### src/verilog/homing_pkg.sv
// constants shared by the homing sequencer and its helpers
// assumes one 100 MHz clock and sensor levels already synchronous to it
package homing_pkg;

  // method codes
  localparam logic [7:0] METHOD_NONE = 8'h00;
  localparam logic [7:0] METHOD_NEG_LIMIT_INDEX = 8'h01;
  localparam logic [7:0] METHOD_POS_LIMIT_INDEX = 8'h02;
  localparam logic [7:0] METHOD_HOME_FIRST = 8'h03;
  localparam logic [7:0] METHOD_HOME_STOP_LAST = 8'h06;
  localparam logic [7:0] METHOD_HOME_LAST = 8'h0E;
  localparam logic [7:0] METHOD_NEG_LIMIT_EDGE = 8'h11;
  localparam logic [7:0] METHOD_POS_LIMIT_EDGE = 8'h12;
  localparam logic [7:0] METHOD_HOME_EDGE_FIRST = 8'h13;
  localparam logic [7:0] METHOD_HOME_EDGE_LAST = 8'h1E;
  localparam logic [7:0] METHOD_HOME_EDGE_OFFSET = 8'h10;
  localparam logic [7:0] METHOD_INDEX_NEG = 8'h21;
  localparam logic [7:0] METHOD_INDEX_POS = 8'h22;
  localparam logic [7:0] METHOD_HERE = 8'h23;

  // which sensor carries the target edge
  localparam logic [1:0] SENSE_HOME = 2'h0;
  localparam logic [1:0] SENSE_NEG = 2'h1;
  localparam logic [1:0] SENSE_POS = 2'h2;

  // profile bits: {dir if sensor off, dir if sensor on, final dir, target is rising}
  localparam int PROF_DIR_OFF = 3;
  localparam int PROF_DIR_ON = 2;
  localparam int PROF_FINAL = 1;
  localparam int PROF_RISE = 0;

  localparam int POSITION_W = 32;

  // stop-and-reverse pause before the approach (slow except for methods 17 and 18)
  localparam int CLOCK_PERIOD_NS = 10;
  localparam int REVERSE_PAUSE_NS = 1000;
  localparam logic [7:0] REVERSE_PAUSE_CYCLES =
    8'((REVERSE_PAUSE_NS + CLOCK_PERIOD_NS - 1) / CLOCK_PERIOD_NS);

  typedef enum logic [2:0] {
    ST_IDLE, ST_SEEK, ST_PAUSE, ST_APPROACH, ST_INDEX, ST_FINISHED, ST_ALARM, ST_BAD
  } home_state_e;

  // direction 1 means positive
  function automatic logic [3:0] methodProfile(input logic [7:0] m);
    logic [7:0] idx;
    idx = (m >= METHOD_HOME_EDGE_FIRST) ? 8'(m - METHOD_HOME_EDGE_OFFSET) : m;
    case (idx)
      8'h01: methodProfile = 4'h6;
      8'h02: methodProfile = 4'h8;
      8'h11: methodProfile = 4'h5;
      8'h12: methodProfile = 4'hB;
      8'h03: methodProfile = 4'h8;
      8'h04: methodProfile = 4'hB;
      8'h05: methodProfile = 4'h6;
      8'h06: methodProfile = 4'h5;
      8'h07: methodProfile = 4'h8;
      8'h08: methodProfile = 4'hB;
      8'h09: methodProfile = 4'hD;
      8'h0A: methodProfile = 4'hE;
      8'h0B: methodProfile = 4'h6;
      8'h0C: methodProfile = 4'h5;
      8'h0D: methodProfile = 4'h3;
      8'h0E: methodProfile = 4'h0;
      default: methodProfile = 4'h0;
    endcase
  endfunction

endpackage

### src/verilog/sensor_edge_if.sv
// level and edge pulses of one sensor, passed from detector to sequencer
// assumes the detector and the sequencer share one clock
`timescale 1ns/10ps
interface sensor_edge_if;
  logic level;
  logic rise;
  logic fall;
  modport drive (output level, output rise, output fall);
  modport sink (input level, input rise, input fall);
endinterface

### src/verilog/homing_method_sequencer.sv
// homing sequencer: runs the selected method and fixes the origin
// assumes sensors and position are synchronous to clock, ON is high
//
// How it works
// - method zero does no homing; home switch and limits are active high.
// - method 17 searches like 1, origin at negative limit rising while moving negative.
// - method 18 searches like 2, origin at positive limit rising while moving positive.
// - methods 19-30 search like 3-14, origin at the home switch edge itself.
// - method 33 moves negative and takes the nearest index pulse as origin.
// - method 34 moves positive and takes the nearest index pulse as origin.
// - method 35 takes the present position as origin without moving.
// - method 1, limit off: fast negative, at limit rising stop, reverse slow positive.
// - method 1, after negative limit falls moving positive, latch next index pulse.
// - method 1, limit already on: start slow positive, await negative limit falling.
// - method 2, limit off: fast positive, at limit rising stop, reverse slow negative.
// - method 2, after positive limit falls moving negative, latch next index pulse.
// - method 2, limit already on: start slow negative, await positive limit falling.
// - method 3, switch off: fast positive, at rising stop, slow negative, index after fall.
// - method 3, switch on: slow negative, latch the index pulse after switch falls.
// - methods 3-6 and 19-22 stop with alarm at the limit in the direction of travel, never reverse.
`timescale 1ns/10ps
module homing_method_sequencer (
  // clock and reset
  input wire logic clock,
  input wire logic rst,
  // host selection
  input wire logic [7:0] homingMethod,
  input wire logic homingRun,
  // sensors
  input wire logic homeSwitchInput,
  input wire logic negativeOvertravelInput,
  input wire logic positiveOvertravelInput,
  input wire logic indexPulse,
  input wire logic [homing_pkg::POSITION_W-1:0] actualPosition,
  // motion request
  output logic moveNegative,
  output logic movePositive,
  output logic fastSpeed,
  // status
  output logic homingBusy,
  output logic homingDone,
  output logic homingAlarm,
  output logic invalidMethod,
  // origin
  output logic [homing_pkg::POSITION_W-1:0] originPosition,
  output logic originValid
);
  sensor_edge_if homeEdge();
  sensor_edge_if negEdge();
  sensor_edge_if posEdge();
  sensor_edge_if idxEdge();

  sensor_edge homeDet (.clock(clock), .rst(rst), .sense(homeSwitchInput), .port(homeEdge));
  sensor_edge negDet (.clock(clock), .rst(rst), .sense(negativeOvertravelInput), .port(negEdge));
  sensor_edge posDet (.clock(clock), .rst(rst), .sense(positiveOvertravelInput), .port(posEdge));
  sensor_edge idxDet (.clock(clock), .rst(rst), .sense(indexPulse), .port(idxEdge));

  homing_pkg::home_state_e stateReg, stateNext;
  logic dirReg, dirNext;
  logic finalReg, finalNext;
  logic riseReg, riseNext;
  logic [1:0] selReg, selNext;
  logic useIndexReg, useIndexNext;
  logic reverseReg, reverseNext;
  logic bounceReg, bounceNext;
  logic fastApReg, fastApNext;
  logic [7:0] cntReg, cntNext;
  logic runPrevReg, runPrevNext;
  logic latchNow;
  logic startNow;

  logic moveNegNext, movePosNext, fastNext, busyNext, doneNext, alarmNext, invalidNext;

  // decode helpers
  logic [3:0] prof;
  logic [1:0] decSel;
  logic decLevel;
  logic decStartDir;
  logic isHome, isHomeEdge, isLimit;
  logic tgtRise, tgtFall;
  logic aheadLevel, aheadIsTarget;

  always_comb begin
    isHome = (homingMethod >= homing_pkg::METHOD_HOME_FIRST) &&
      (homingMethod <= homing_pkg::METHOD_HOME_LAST);
    isHomeEdge = (homingMethod >= homing_pkg::METHOD_HOME_EDGE_FIRST) &&
      (homingMethod <= homing_pkg::METHOD_HOME_EDGE_LAST);
    isLimit = (homingMethod == homing_pkg::METHOD_NEG_LIMIT_INDEX) ||
      (homingMethod == homing_pkg::METHOD_POS_LIMIT_INDEX) ||
      (homingMethod == homing_pkg::METHOD_NEG_LIMIT_EDGE) ||
      (homingMethod == homing_pkg::METHOD_POS_LIMIT_EDGE);
    prof = homing_pkg::methodProfile(homingMethod);
    // deceleration point of methods 1/2 is the overtravel switch itself
    if (homingMethod == homing_pkg::METHOD_NEG_LIMIT_INDEX ||
        homingMethod == homing_pkg::METHOD_NEG_LIMIT_EDGE) begin
      decSel = homing_pkg::SENSE_NEG;
      decLevel = negEdge.level;
    end else if (homingMethod == homing_pkg::METHOD_POS_LIMIT_INDEX ||
        homingMethod == homing_pkg::METHOD_POS_LIMIT_EDGE) begin
      decSel = homing_pkg::SENSE_POS;
      decLevel = posEdge.level;
    end else begin
      decSel = homing_pkg::SENSE_HOME;
      decLevel = homeEdge.level;
    end
    decStartDir = decLevel ? prof[homing_pkg::PROF_DIR_ON] : prof[homing_pkg::PROF_DIR_OFF];
  end

  // edges of the sensor selected for this run
  always_comb begin
    if (selReg == homing_pkg::SENSE_NEG) begin
      tgtRise = negEdge.rise;
      tgtFall = negEdge.fall;
    end else if (selReg == homing_pkg::SENSE_POS) begin
      tgtRise = posEdge.rise;
      tgtFall = posEdge.fall;
    end else begin
      tgtRise = homeEdge.rise;
      tgtFall = homeEdge.fall;
    end
    aheadLevel = dirReg ? posEdge.level : negEdge.level;
    aheadIsTarget = (selReg == homing_pkg::SENSE_NEG && !dirReg) ||
      (selReg == homing_pkg::SENSE_POS && dirReg);
  end

  // a run starts on the rise of the held control word
  assign startNow = homingRun & ~runPrevReg;

  always_comb begin
    stateNext = stateReg;
    dirNext = dirReg;
    finalNext = finalReg;
    riseNext = riseReg;
    selNext = selReg;
    useIndexNext = useIndexReg;
    reverseNext = reverseReg;
    bounceNext = bounceReg;
    fastApNext = fastApReg;
    cntNext = cntReg;
    runPrevNext = homingRun;
    latchNow = 1'b0;
    case (stateReg)
      homing_pkg::ST_IDLE: begin
        if (startNow) begin
          if (homingMethod == homing_pkg::METHOD_NONE) begin
            stateNext = homing_pkg::ST_FINISHED;
          end else if (homingMethod == homing_pkg::METHOD_HERE) begin
            latchNow = 1'b1;
            stateNext = homing_pkg::ST_FINISHED;
          end else if (homingMethod == homing_pkg::METHOD_INDEX_NEG ||
              homingMethod == homing_pkg::METHOD_INDEX_POS) begin
            dirNext = (homingMethod == homing_pkg::METHOD_INDEX_POS);
            selNext = homing_pkg::SENSE_HOME;
            stateNext = homing_pkg::ST_INDEX;
          end else if (isHome || isHomeEdge || isLimit) begin
            finalNext = prof[homing_pkg::PROF_FINAL];
            riseNext = prof[homing_pkg::PROF_RISE];
            selNext = decSel;
            // index-based only for 1, 2 and 3-14
            useIndexNext = isHome || homingMethod == homing_pkg::METHOD_NEG_LIMIT_INDEX ||
              homingMethod == homing_pkg::METHOD_POS_LIMIT_INDEX;
            // 7-14 and 23-30 bounce off a limit, 3-6 and 19-22 stop on it
            reverseNext = (isHome && homingMethod > homing_pkg::METHOD_HOME_STOP_LAST) ||
              (isHomeEdge && homingMethod >
               8'(homing_pkg::METHOD_HOME_STOP_LAST + homing_pkg::METHOD_HOME_EDGE_OFFSET));
            fastApNext = homingMethod == homing_pkg::METHOD_NEG_LIMIT_EDGE ||
              homingMethod == homing_pkg::METHOD_POS_LIMIT_EDGE;
            bounceNext = 1'b0;
            dirNext = decStartDir;
            // already on the pre-edge side and heading the final way: approach at once (fast for 17 and 18, else slow)
            if (decLevel == ~prof[homing_pkg::PROF_RISE] &&
                decStartDir == prof[homing_pkg::PROF_FINAL]) begin
              stateNext = homing_pkg::ST_APPROACH;
            end else begin
              stateNext = homing_pkg::ST_SEEK;
            end
          end else begin
            stateNext = homing_pkg::ST_BAD;
          end
        end
      end
      homing_pkg::ST_SEEK: begin
        // entering the pre-edge level ends the fast search
        if (riseReg ? tgtFall : tgtRise) begin
          cntNext = 8'h00;
          stateNext = homing_pkg::ST_PAUSE;
        end else if (aheadLevel && !aheadIsTarget) begin
          // a second limit means no switch on the axis: stop rather than shuttle forever
          if (reverseReg && !bounceReg) begin
            dirNext = ~dirReg;
            bounceNext = 1'b1;
          end else begin
            stateNext = homing_pkg::ST_ALARM;
          end
        end
      end
      homing_pkg::ST_PAUSE: begin
        // motor ramps down here; no motion requested
        if (cntReg == 8'(homing_pkg::REVERSE_PAUSE_CYCLES - 8'h01)) begin
          dirNext = finalReg;
          stateNext = homing_pkg::ST_APPROACH;
        end else begin
          cntNext = 8'(cntReg + 8'h01);
        end
      end
      homing_pkg::ST_APPROACH: begin
        if (riseReg ? tgtRise : tgtFall) begin
          if (useIndexReg) begin
            stateNext = homing_pkg::ST_INDEX;
          end else begin
            latchNow = 1'b1;
            stateNext = homing_pkg::ST_FINISHED;
          end
        end else if (aheadLevel && !aheadIsTarget) begin
          stateNext = homing_pkg::ST_ALARM;
        end
      end
      homing_pkg::ST_INDEX: begin
        if (idxEdge.rise) begin
          latchNow = 1'b1;
          stateNext = homing_pkg::ST_FINISHED;
        end else if (aheadLevel) begin
          stateNext = homing_pkg::ST_ALARM;
        end
      end
      default: begin
        // finished, alarm and bad hold until the run word drops
      end
    endcase
    // dropping the control word aborts any run
    if (!homingRun) begin
      stateNext = homing_pkg::ST_IDLE;
    end
  end

  // outputs follow the next state so they leave flip-flops aligned with it
  always_comb begin
    busyNext = stateNext == homing_pkg::ST_SEEK || stateNext == homing_pkg::ST_PAUSE ||
      stateNext == homing_pkg::ST_APPROACH || stateNext == homing_pkg::ST_INDEX;
    movePosNext = busyNext && stateNext != homing_pkg::ST_PAUSE && dirNext;
    moveNegNext = busyNext && stateNext != homing_pkg::ST_PAUSE && !dirNext;
    fastNext = stateNext == homing_pkg::ST_SEEK ||
      (stateNext == homing_pkg::ST_APPROACH && fastApNext);
    doneNext = stateNext == homing_pkg::ST_FINISHED;
    alarmNext = stateNext == homing_pkg::ST_ALARM;
    invalidNext = stateNext == homing_pkg::ST_BAD;
  end

  always_ff @(posedge clock or posedge rst) begin
    if (rst) begin
      stateReg <= homing_pkg::ST_IDLE;
      dirReg <= 1'b0;
      finalReg <= 1'b0;
      riseReg <= 1'b0;
      selReg <= homing_pkg::SENSE_HOME;
      useIndexReg <= 1'b0;
      reverseReg <= 1'b0;
      bounceReg <= 1'b0;
      fastApReg <= 1'b0;
      cntReg <= 8'h00;
      runPrevReg <= 1'b0;
      moveNegative <= 1'b0;
      movePositive <= 1'b0;
      fastSpeed <= 1'b0;
      homingBusy <= 1'b0;
      homingDone <= 1'b0;
      homingAlarm <= 1'b0;
      invalidMethod <= 1'b0;
    end else begin
      stateReg <= stateNext;
      dirReg <= dirNext;
      finalReg <= finalNext;
      riseReg <= riseNext;
      selReg <= selNext;
      useIndexReg <= useIndexNext;
      reverseReg <= reverseNext;
      bounceReg <= bounceNext;
      fastApReg <= fastApNext;
      cntReg <= cntNext;
      runPrevReg <= runPrevNext;
      moveNegative <= moveNegNext;
      movePositive <= movePosNext;
      fastSpeed <= fastNext;
      homingBusy <= busyNext;
      homingDone <= doneNext;
      homingAlarm <= alarmNext;
      invalidMethod <= invalidNext;
    end
  end

  // a new run forgets the previous origin unless it latches one at once
  // an abort in the latch cycle leaves no stray origin behind
  origin_latch originHold (
    .clock(clock),
    .rst(rst),
    .clear(startNow && stateReg == homing_pkg::ST_IDLE),
    .capture(latchNow && homingRun),
    .position(actualPosition),
    .originPosition(originPosition),
    .originValid(originValid)
  );
endmodule

### src/verilog/sensor_edge.sv
// edge detector for one synchronous sensor level
// assumes the input is already synchronous to clock
`timescale 1ns/10ps
module sensor_edge (
  // clock and reset
  input wire logic clock,
  input wire logic rst,
  // sensor
  input wire logic sense,
  sensor_edge_if.drive port
);
  logic prevReg;
  logic prevNext;

  always_comb begin
    prevNext = sense;
  end

  always_ff @(posedge clock or posedge rst) begin
    if (rst) begin
      prevReg <= 1'b0;
    end else begin
      prevReg <= prevNext;
    end
  end

  // off-to-on is rise, on-to-off is fall
  assign port.level = sense;
  assign port.rise = sense & ~prevReg;
  assign port.fall = ~sense & prevReg;
endmodule

### src/verilog/origin_latch.sv
// holds the captured origin position
// assumes capture is a one-cycle strobe from the sequencer
`timescale 1ns/10ps
module origin_latch (
  // clock and reset
  input wire logic clock,
  input wire logic rst,
  // control
  input wire logic clear,
  input wire logic capture,
  input wire logic [homing_pkg::POSITION_W-1:0] position,
  // result
  output logic [homing_pkg::POSITION_W-1:0] originPosition,
  output logic originValid
);
  logic [homing_pkg::POSITION_W-1:0] posNext;
  logic validNext;

  always_comb begin
    posNext = originPosition;
    validNext = originValid;
    if (capture) begin
      posNext = position;
      validNext = 1'b1;
    end else if (clear) begin
      validNext = 1'b0;
    end
  end

  always_ff @(posedge clock or posedge rst) begin
    if (rst) begin
      originPosition <= '0;
      originValid <= 1'b0;
    end else begin
      originPosition <= posNext;
      originValid <= validNext;
    end
  end
endmodule

### config.mk
export PLATFORM = sky130hd
export DESIGN_NAME = homing_method_sequencer
export DESIGN_NICKNAME = d
export VERILOG_FILES = /design/src/verilog/homing_pkg.sv /design/src/verilog/sensor_edge_if.sv /design/src/verilog/homing_method_sequencer.sv /design/src/verilog/sensor_edge.sv /design/src/verilog/origin_latch.sv
export SDC_FILE = /design/constraint.sdc
export NUM_CORES = 1
export LEC_CHECK = 0
export BUFFER_PORTS_ARGS = -buffer_cell sky130_fd_sc_hd__clkbuf_2
export CORE_MARGIN = 10
export CORE_UTILIZATION = 30
export CTS_BUF_LIST = sky130_fd_sc_hd__clkbuf_4 sky130_fd_sc_hd__clkbuf_8 sky130_fd_sc_hd__clkbuf_16
export DETAILED_ROUTE_END_ITERATION = 10
export GPL_TIMING_DRIVEN = 1
export PLACE_DENSITY = 0.48
export REMOVE_ABC_BUFFERS = 1
export SKIP_LAST_GASP = 1
export SLEW_MARGIN = 30
export SYNTH_ARGS = -nofsm -noshare
export SYNTH_HDL_FRONTEND = slang
export SYNTH_HIERARCHICAL = 1
export SYNTH_SLANG_ARGS = --single-unit
### constraint.sdc
create_clock -name clock -period 6.54 [get_ports clock]
set_input_delay 1.962 -clock clock [delete_from_list [all_inputs] [get_ports clock]]
set_output_delay 1.962 -clock clock [all_outputs]
set_load 0.01 [all_outputs]
==> results summary, run 1 <==
The cell area after placement is 4560 µm². The global-route usage over all layers is 11.6%. The reg-to-reg critical path startpoint is stateReg[2]. The transition at the pin with the smallest max-transition slack is 0.751 ns.

In the synthesized netlist, the number of instances is 383. The starting DRC count in detailed routing came out at 118. The root buffer cell is clkbuf_16.

The number of cells traversed by the worst register-to-register path is 8. The largest fanout on the critical path is 10. The worst hold path begins at originHold/originValid. The initial core utilization is 30.5%. The largest net degree at the start of global routing is 34. The time the final worst path needs with I/O delays and setup came out at 4.57 ns. The first detailed-routing pass took 4 iterations. The deepest level of the CTS H-tree is 3. The worst setup path is launched from an input pin. The clock reaches the later pin of the worst-skew pair after 0.32 ns.

The mean instance size in the synthesized netlist came out at 10.6 µm². The overall die height is 136 µm. The via count of the first global-routing pass is 3213. The summed negative setup slack over all endpoints is 0 ns. The share of post-route cells with drive strength above 1 came out at 35.8%.

The met1 track demand over resource is 14.0%. The total area of multi-input combinational cells came out at 2200 µm². Wires add up to 10.8 mm. The number of failing hold endpoints at the final stage was 0. The maximum clock rate is 219 MHz. The max-slew violation count is 0.

At the worst endpoint, the arrival time is 4.78 ns. The instance count after placement with tap cells included is 627. The port buffer count came out at 86. The number of antenna violations at the first check in global routing is 0. Dividing the detail-routed wire length by the instance count gives 16.9 µm. The setup check on the worst reg-to-reg path leaves a slack of 3.43 ns. The first-pass GRT wire length came out at 17.4 mm. The horizontal die dimension is 136 µm. The overall power after layout is 1.84 mW.

The area of the mapped netlist is 4040 µm². In this run the count of I/O pins placed on the die edge is 87. Counting along the longest clock path gives a buffer depth of 2. The count of final setup violators came out at 0. The worst hold path belongs to the class flop to flop. After detailed routing, the number of vias per cell comes to 4.96. The die area came out at 18500 µm². The relative slew slack came out at 49.5%. After legalization and detailed placement, the total HPWL measured 8.39 mm. IR analysis of the VDD net gives a maximum drop of 0.144 mV. The number of clock sinks came out at 65. The leakage power summed over all cells is 2.32 nW.

The detailed router placed 3188 vias in this run. The cell count of the worst hold path is 1. The initialized floorplan defines 42 standard-cell rows.

The total overflow reported by the global router came out at 0. Dividing total power by cell area gives a power density of 377 nW/µm². met2 is the most crowded layer. Relative to the synthesized area, the layout overhead comes to 21.1%. The post-layout net count is 521.

The repair_antennas step left the layout with diodes totalling 0. The non-filler instance count after layout is 643. The number of fill cells in the layout came out at 1367. The max-capacitance violation count is 0.

For hold timing, the worst endpoint is originHold/originValid. The remaining design rule violation count is 0. The number of buffers created by CTS came out at 9. The number of instances resized during post-cts repair is 0. The combined flip-flop and latch cell area is 1630 µm². The worst setup skew after layout is 0.00644 ns. The total number of yosys warnings is 6. The run finished with clean final reports. The final cycle utilization of the critical path is 69.9%. The final core utilization is 37.0%. At the worst endpoint, the required time is 6.75 ns. The final weighted congestion in routability-driven placement came out at 0.824. The final instance area is 4900 µm². The final antenna-violating net count came out at 0. The post-CTS setup-driven buffer insertion count is 0. The worst setup path is of the input pin to flop kind. The endpoint identified for the worst register-to-register timing path is movePositive.

In the global route stage, met3 resource usage came out at 2.80%. The CTS tree is built. The total area inside the core boundary comes to 13200 µm². Setup repair after global routing left no endpoint under its margin. The type of element capturing the critical path is a flop. The cts-stage hold buffer count is 0.

Global routing used 19.2% of the available met2 tracks. Clock-pin slew was measured on the worst setup and hold paths at 0.06 ns.
==> cells in the final DEF, fill, tap and decap left out, types with 3 or more instances in the layout <==
| master | instances |
|---|---|
| nand2b_1 | 7 |
| a22o_1 | 3 |
| nor2_1 | 34 |
| a21oi_1 | 8 |
| mux2_4 | 29 |
| nand4_1 | 6 |
| ha_1 | 12 |
| o41ai_1 | 3 |
| o22ai_1 | 3 |
| mux2i_1 | 6 |
| a211oi_1 | 5 |
| nor3b_1 | 3 |
| o31a_1 | 3 |
| a21o_1 | 3 |
| and3_1 | 3 |
| inv_1 | 17 |
| nor4_1 | 3 |
| o211a_1 | 3 |
| nand2_1 | 21 |
| and2_1 | 4 |
| and2b_2 | 3 |
| dfrtp_1 | 65 |
| nor2b_1 | 10 |
| clkbuf_2 | 86 |
| clkbuf_16 | 9 |
| or3_1 | 8 |
| o21ai_0 | 14 |
| nand3_1 | 6 |
| mux2_2 | 9 |
| xor2_1 | 4 |
| nor3_1 | 16 |
==> sequential cells by signal, summed over array words and instances, names as in the netlist, 2 cells and up <==
signal,flops
selReg,2
cntReg,8
originHold/originPosition,32
stateReg,3
==> worst max path at each step <==
stage | slack, ns | cells past startpoint | startpoint | to
global route | 1.76 | 10 | homingMethod[4] | moveNegative
floorplan | 2.12 | 11 | homingMethod[4] | homingBusy
global placement | 1.70 | 8 | homingMethod[4] | reverseReg
detailed placement | 1.61 | 8 | homingMethod[4] | riseReg
finish | 1.97 | 8 | homingMethod[4] | riseReg
CTS | 1.93 | 8 | homingMethod[4] | riseReg
==> power breakdown <==
group | internal, mW | total [mW] | leakage, nW | switching [mW]
clock | 0.359 | 0.532 | 0.167 | 0.173
combinational | 0.329 | 0.651 | 1.30 | 0.321
sequential | 0.553 | 0.662 | 0.850 | 0.109
==> area by class of cell <==
| type | count | share of cell area, % |
|---|---|---|
| inverter | 19 | 1.46 |
| sequential | 65 | 33.2 |
| clock inverter | 4 | 1.51 |
| clock buffer | 12 | 5.31 |
| multi-input combinational | 279 | 44.9 |
| tap | 176 | 4.50 |
| timing repair buffer | 88 | 9.09 |
==> stage by stage <==
stage,setup slack (ns),hold WS [ns]
3_5_place_dp,1.61,0.475
6_report,1.97,0.482
3_3_place_gp,1.70,0.466
4_1_cts,1.93,0.488
5_1_grt,1.76,0.517
2_1_floorplan,2.12,0.462
==> worst max-delay path, stage by stage <==
cell and delay (ns):
clkbuf_2 0.17, inv_1 0.21, ha_1 0.31, nand2_1 0.09, a211oi_1 0.65, o31ai_1 0.33, nor2_1 0.65, mux2_2 0.41
==> layer usage <==
layer	vias to the layer above	wire length, µm
met5	-	0
met4	0	216
met3	15	638
met2	83	5220
met1	1530	4760
li1	1560	-
(Power assumes the default switching activity.)
==> run 2: changes to the inputs <==
- PLACE_DENSITY: 0.48 -> 0.5
- clock period: 6.54 -> 3.7 ns (I/O delays scaled with it)
==> run 2 against run 1 <==
Compared with the run above:
- sequential share of layout area is 2.2 points lower
- clock skew is 0.0028 ns higher
- worst setup slack worse by 1.7 ns
- non-clock buffer count is 47 higher
- total power is 80% higher
- cell count is 7.3% higher
- final area is 7.2% higher
- critical endpoint is now homingBusy
- first-iteration DRC count is 58% higher
- highest routed layer unchanged
- critical path type unchanged
==> results summary, run 2 (synthesized netlist as in run 1, its figures left out) <==
Measured against its own limit, the worst slew margin works out to 43.3%. The number of antenna violations at the first check in global routing came out at 0. The commonest non-fill, non-tap cell in the layout is clkbuf_2. The max-capacitance violation count is 0. The remaining design rule violation count is 0. The largest registers in the layout are originHold/originPosition (32), cntReg (8), stateReg (3).

The number of failing hold endpoints at the final stage came out at 0. The final core utilization is 39.6%. The worst stage delay on the critical path is 0.50 ns. Dividing the detail-routed via count by the number of cells gives 4.85. The overall power after layout is 3.32 mW. The starting DRC count in detailed routing is 187. The die is 136 µm wide. The final worst slack came out at 0.292 ns. The final antenna-violating net count came out at 0.

In this run the most critical hold path is launched from originHold/originValid. In this run the worst hold path is classified as flop to flop. The core region is 13200 µm². The total power divided by cell area is 633 nW/µm². The time the final worst path needs with I/O delays and setup came out at 3.41 ns. The worst setup skew after layout is 0.00925 ns. The clock network fraction of total power came out at 27.9%. The start point of the critical path is homingMethod[4]. The peak supply drop came out at 0.245 mV. The number of instances resized during post-cts repair came out at 0.

Timing would allow up to 293 MHz. Traced cell by cell, the critical path runs through clkbuf_2, inv_1, ha_1, and4b_2, a31o_1, a221oi_2, nor3_1, or4b_1, o31a_1, inv_2, o21ai_2, a22o_1. The flow ran to the end, and the final reports show no timing, DRC or antenna violations. The first-pass GRT wire length is 17.4 mm. The tightest hold margin came out at 0.476 ns. The post-CTS setup-driven buffer insertion count came out at 0. The max-slew violation count is 0. The gate family responsible for the most delay along the worst path is compound AO/OA/AOI/OAI gates. After global routing the overflow that remains totals 0.

The arrival time at the worst endpoint is 3.62 ns. The cell with the biggest individual delay on the critical path is or4b_1. The largest register by flop count is originHold/originPosition. The worst setup path is captured at a flop.

The floorplan step defined a die boundary enclosing 18500 µm². The layout overhead on the synthesized area came out at 29.8%. The global-route usage over all layers is 11.6%. The largest net degree at the start of global routing is 34. The CTS tree is built. The via count of the first global-routing pass came out at 3306.

The largest fanout on the critical path came out at 4. The buffering stage count on the worst path with inverters included is 3. The total inserted antenna cells is 0. The number of vias in the routed layout came out at 3344.

The startpoint identified for the worst register-to-register timing path is stateReg[1]. The power share of the combinational group is 37.3%. The longest clock path from root to sink contains 2 buffers. Measured along the y axis, the die boundary spans 136 µm. The critical path is of the input pin to flop type. Counting the fill cells in the layout gives 1328. The worst setup timing slack at the placement stage came out at -0.0648 ns. The cell area after placement is 4920 µm². The switching share of power came out at 32.6%.

Wires add up to 10.9 mm. Input and output buffers added on the ports amount to 86. Setup repair after global routing left no endpoint under its margin.

The analysis attributes to net switching a power of 1.08 mW. For this run, the detailed router's first-pass iteration total came to 4. The share of post-route cells with drive strength above 1 is 41.6%. The post-layout net count came out at 568.

The number of clock sinks is 65. The final cycle utilization of the critical path is 92.1%. The final instance area came out at 5250 µm². At the end of routability-driven placement, the weighted congestion stood at 0.861. The type of origin of the critical path is an input pin. In this run, post-CTS hold repair placed 0 buffers.

The clock transition at the registers of the reported paths is 0.05 ns. The root buffer cell is clkbuf_16. The power share of the sequential group came out at 34.8%.

The average routed wire per standard cell is 15.7 µm. The clock latency reported for the late side of the worst-skew pair is 0.33 ns. The number of buffers created by CTS came out at 9. The sum of net half-perimeters after detailed placement is 8.69 mm. The internal power of the cells totals 2.24 mW.

The deepest level of the CTS H-tree is 3. The register with the most flip-flops in the layout has 32 of them. In the layout the commonest cells are clkbuf_2, dfrtp_1, buf_4, nor2_1, mux2_4. The leakage power summed over all cells is 2.54 nW. After floorplanning, the core was divided into 42 placement rows. The initial core utilization came out at 30.5%.

The transition at the pin with the smallest max-transition slack came out at 0.843 ns. In this run the count of I/O pins placed on the die edge is 87. The critical path required time is 3.92 ns. Setup violations remaining at the end of the flow were counted as 0.
## run 2: final cells by class
type,count,area (µm²),share of cell area (%)
inverters,19,71.3,1.36
well taps,176,220,4.19
clock buffers,10,239,4.55
flip-flops and latches,65,1630,31.0
multi-input cells,279,2190,41.8
repair buffers,135,811,15.4
clock inverters,6,90.1,1.72
## run 2: per-layer routing
layer	up-vias	global-route usage, %	wire length [µm]
li1	1654	-	-
met1	1592	13.9	4760
met2	86	20.0	5330
met3	12	2.21	594
met4	0	4.32	169
met5	-	0	0
## run 2: final timing paths
kind / cells after the start / endpoint / slack [ns]
worst max-delay path: 12 / homingBusy / 0.29
worst min-delay path: 1 / originHold/originValid / 0.48
max in group asynchronous: 3 / originHold/originPosition[1] / 2.45
worst max register to register: 10 / homingBusy / 0.74
worst min register to register: 1 / originHold/originValid / 0.48
min in group asynchronous: 2 / negDet/prevReg / 0.69
## run 2: power by group through the flow
stage,Combinational [mW],Clock (mW),Sequential [mW]
2_1_floorplan,0.653,0,1.25
3_3_place_gp,1.25,0,1.16
3_5_place_dp,1.25,0,1.17
4_1_cts,1.26,0.946,1.16
5_1_grt,1.36,0.982,1.20
6_report,1.24,0.926,1.16
## run 2: stage by stage
| step | TNS, ns | cells |
|---|---|---|
| floorplan | 0 | 363 |
| global placement | -0.0153 | 674 |
| detailed placement | -0.174 | 674 |
| CTS | 0 | 690 |
| global route | 0 | 690 |
| finish | 0 | 690 |
==> run 3: changes to the inputs <==
- PLACE_DENSITY: 0.5 -> not set
==> run 3 against run 2 <==
Compared with the run above:
- wire length is 0.53% lower
- sequential power hardly changed
- largest cell class unchanged
- register-to-register slack gained 0.13 ns
- via count grew 1.5%
- cell count is the same
- fmax increased by 0.15%
- count of clock-buffer cells in the layout down 1
- die area is the same
- clock skew is essentially flat
- sequential share of layout area increased by 0.35 points
- first-iteration DRC count shrank 33%
- critical endpoint unchanged
==> results summary, run 3 (synthesized netlist as in run 1, its figures left out) <==
The flow ran to the end, and the final reports show no timing, DRC or antenna violations. The worst setup path is captured at a flop. At the end of the flow the core is filled with cells to 39.2%. The design draws 3.14 mW.

The total inserted antenna cells came out at 0. The final cycle utilization of the critical path is 92.0%. After detailed routing, the total wire length is 10.8 mm. Global routing used 11.7% of the available tracks across all layers.

The cell area after placement came out at 4920 µm². The switching share of power is 34.3%. Setup violations remaining at the end of the flow were counted as 0.

The die area is 18500 µm². Once the clock tree was built, the resizer swapped 0 gates to a different size. The reported net switching power is 1.08 mW. Setup repair after global routing left no endpoint under its margin. The post-route netlist has 41.6% of its cells at a drive strength greater than 1. The number of core rows is 42. The max-slew violation count is 0. In the final layout, the registers with the most flip-flops are originHold/originPosition (32), cntReg (8), stateReg (3). The count of buffers added on input and output ports is 86.

The flip-flop count of the largest register after layout is 32. The placeable core area came out at 13200 µm². The number of failing hold endpoints at the final stage came out at 0.

The top-level I/O count is 87. The largest individual stage delay along the critical path comes from the cell or4b_1. The clock transition at the registers of the reported paths came out at 0.05 ns. The total power divided by cell area came out at 606 nW/µm².

The internal power is 2.07 mW. The type of origin of the critical path is an input pin. The library cell used most frequently in the layout, excluding fill and tap cells, is clkbuf_2. Entering global routing, the biggest net connects 34 pins. Of the total power, the clock network draws 24.1%. The largest fanout on the critical path came out at 4. The worst setup path is of the input pin to flop kind.

STA puts the critical path data required time at 3.92 ns. The max-capacitance violation count is 0. Ranked by flip-flop count, first place goes to originHold/originPosition. The number of optimization iterations in the first detailed-route pass came out at 4.

The first-pass GRT wire length came out at 17.5 mm. The wire-length estimate of the detail-placed layout is 8.74 mm. The remaining design rule violation count came out at 0. VDD sags by at most 0.223 mV.

The number of antenna violations at the first check in global routing is 0. The initial core utilization came out at 30.5%. The power share of the combinational group is 38.5%.

In this run, the number of DRC markers left after iteration 0 of detailed routing was 126. The power share of the sequential group is 37.4%. The final route contains 3393 vias.

The cell family contributing the most delay on the critical path is compound AO/OA/AOI/OAI gates. The number of clock sinks is 65. The summed negative setup slack over all endpoints came out at 0 ns.

The transition at the pin with the smallest max-transition slack came out at 0.713 ns. The post-layout net count came out at 568. The H-tree generated during clock tree synthesis spans 3 levels. The via count of the first global-routing pass came to 3475. The overall die height is 136 µm. The smallest clock period supported by the final layout is computed as 3.40 ns. The horizontal die dimension came out at 136 µm.

The clock arrives with 0.00962 ns of skew. The arrival time at the worst endpoint came out at 3.62 ns. The detail-routed via count per cell came out at 4.92.

The relative slew slack is 52.1%. The tree is rooted in a clkbuf_16. The post-CTS setup-driven buffer insertion count is 0. The total overflow reported by the global router came out at 0. Walking the worst path, the cells encountered are clkbuf_2, inv_1, ha_1, and4b_2, a31o_1, a221oi_2, nor3_1, or4b_1, o31a_1, inv_2, o21ai_2, a22o_1. The clock latency reported for the late side of the worst-skew pair came out at 0.34 ns. Once detail routing completed, the nets flagged for antenna violations numbered 0.

For this design the static power due to leakage is 2.51 nW. Compared with the post-synthesis result, the final layout area differs by 28.4%. In this design, the stage delay of the slowest critical-path cell is 0.50 ns. The CTS tree is built. The cts-stage hold buffer count is 0. In the final routed layout, each cell accounts on average for 15.6 µm. The maximum buffer depth of the clock tree is 2. Counting the buffers created by CTS gives 9.

The final weighted congestion in routability-driven placement came out at 0.859. The critical path contains buffers and inverters numbering 3 combined. The final instance area is 5190 µm². In the layout the commonest cells are clkbuf_2, dfrtp_1, buf_4, nor2_1, mux2_4. The path type of the worst min-delay path is flop to flop.

The maximum clock rate came out at 294 MHz.
==> run 3: cell types whose count changed in the layout (fill, tap and decap cells not counted), sizes merged <==
cell	change
clkinv	+3
bufinv	-2
clkbuf	-1
==> run 3: through the flow <==
step	hold WS [ns]	worst slack (ns)	cells
final	0.482	0.298	690
after global routing	0.518	0.130	690
after CTS	0.487	0.288	690
after detailed placement	0.475	-0.0646	674
after global placement	0.475	-0.00458	674
after floorplan	0.462	0.131	363
==> run 3: layer usage <==
layer | GRT usage (%) | share of wire (%) | up-vias
met3 | 3.14 | 6.4 | 19
met1 | 14.1 | 44 | 1620
li1 | - | - | 1652
met5 | 0 | 0 | -
met2 | 18.8 | 47 | 102
met4 | 6.27 | 2.6 | 0
==> run 3: power by group through the flow <==
stage | logic, mW | clock network [mW] | registers [mW]
final | 1.21 | 0.757 | 1.18
after global placement | 1.21 | 0 | 1.17
after detailed placement | 1.22 | 0 | 1.19
after floorplan | 0.653 | 0 | 1.25
after global routing | 1.33 | 0.815 | 1.21
after CTS | 1.23 | 0.783 | 1.18
==> run 3: path summary, 6_finish.rpt <==
check / cells after the start / slack (ns) / to / from
hold / removal: 1 / 0.48 / originHold/originValid / originHold/originValid
setup / recovery: 12 / 0.30 / homingBusy / homingMethod[4]
min in group asynchronous: 2 / 0.67 / homeDet/prevReg / rst
setup reg to reg: 9 / 0.87 / homingBusy / stateReg[2]
hold reg to reg: 1 / 0.48 / originHold/originValid / originHold/originValid
max in group asynchronous: 3 / 2.39 / useIndexReg / rst
==> run 3: layout make-up <==
type | instances | area, µm²
Fill cell | 1330 | 8050
Inverter | 19 | 71.3
Multi-Input combinational cell | 279 | 2190
Sequential cell | 65 | 1630
Timing Repair Buffer | 135 | 811
Clock buffer | 9 | 225
Tap cell | 176 | 220
Clock inverter | 7 | 45.0
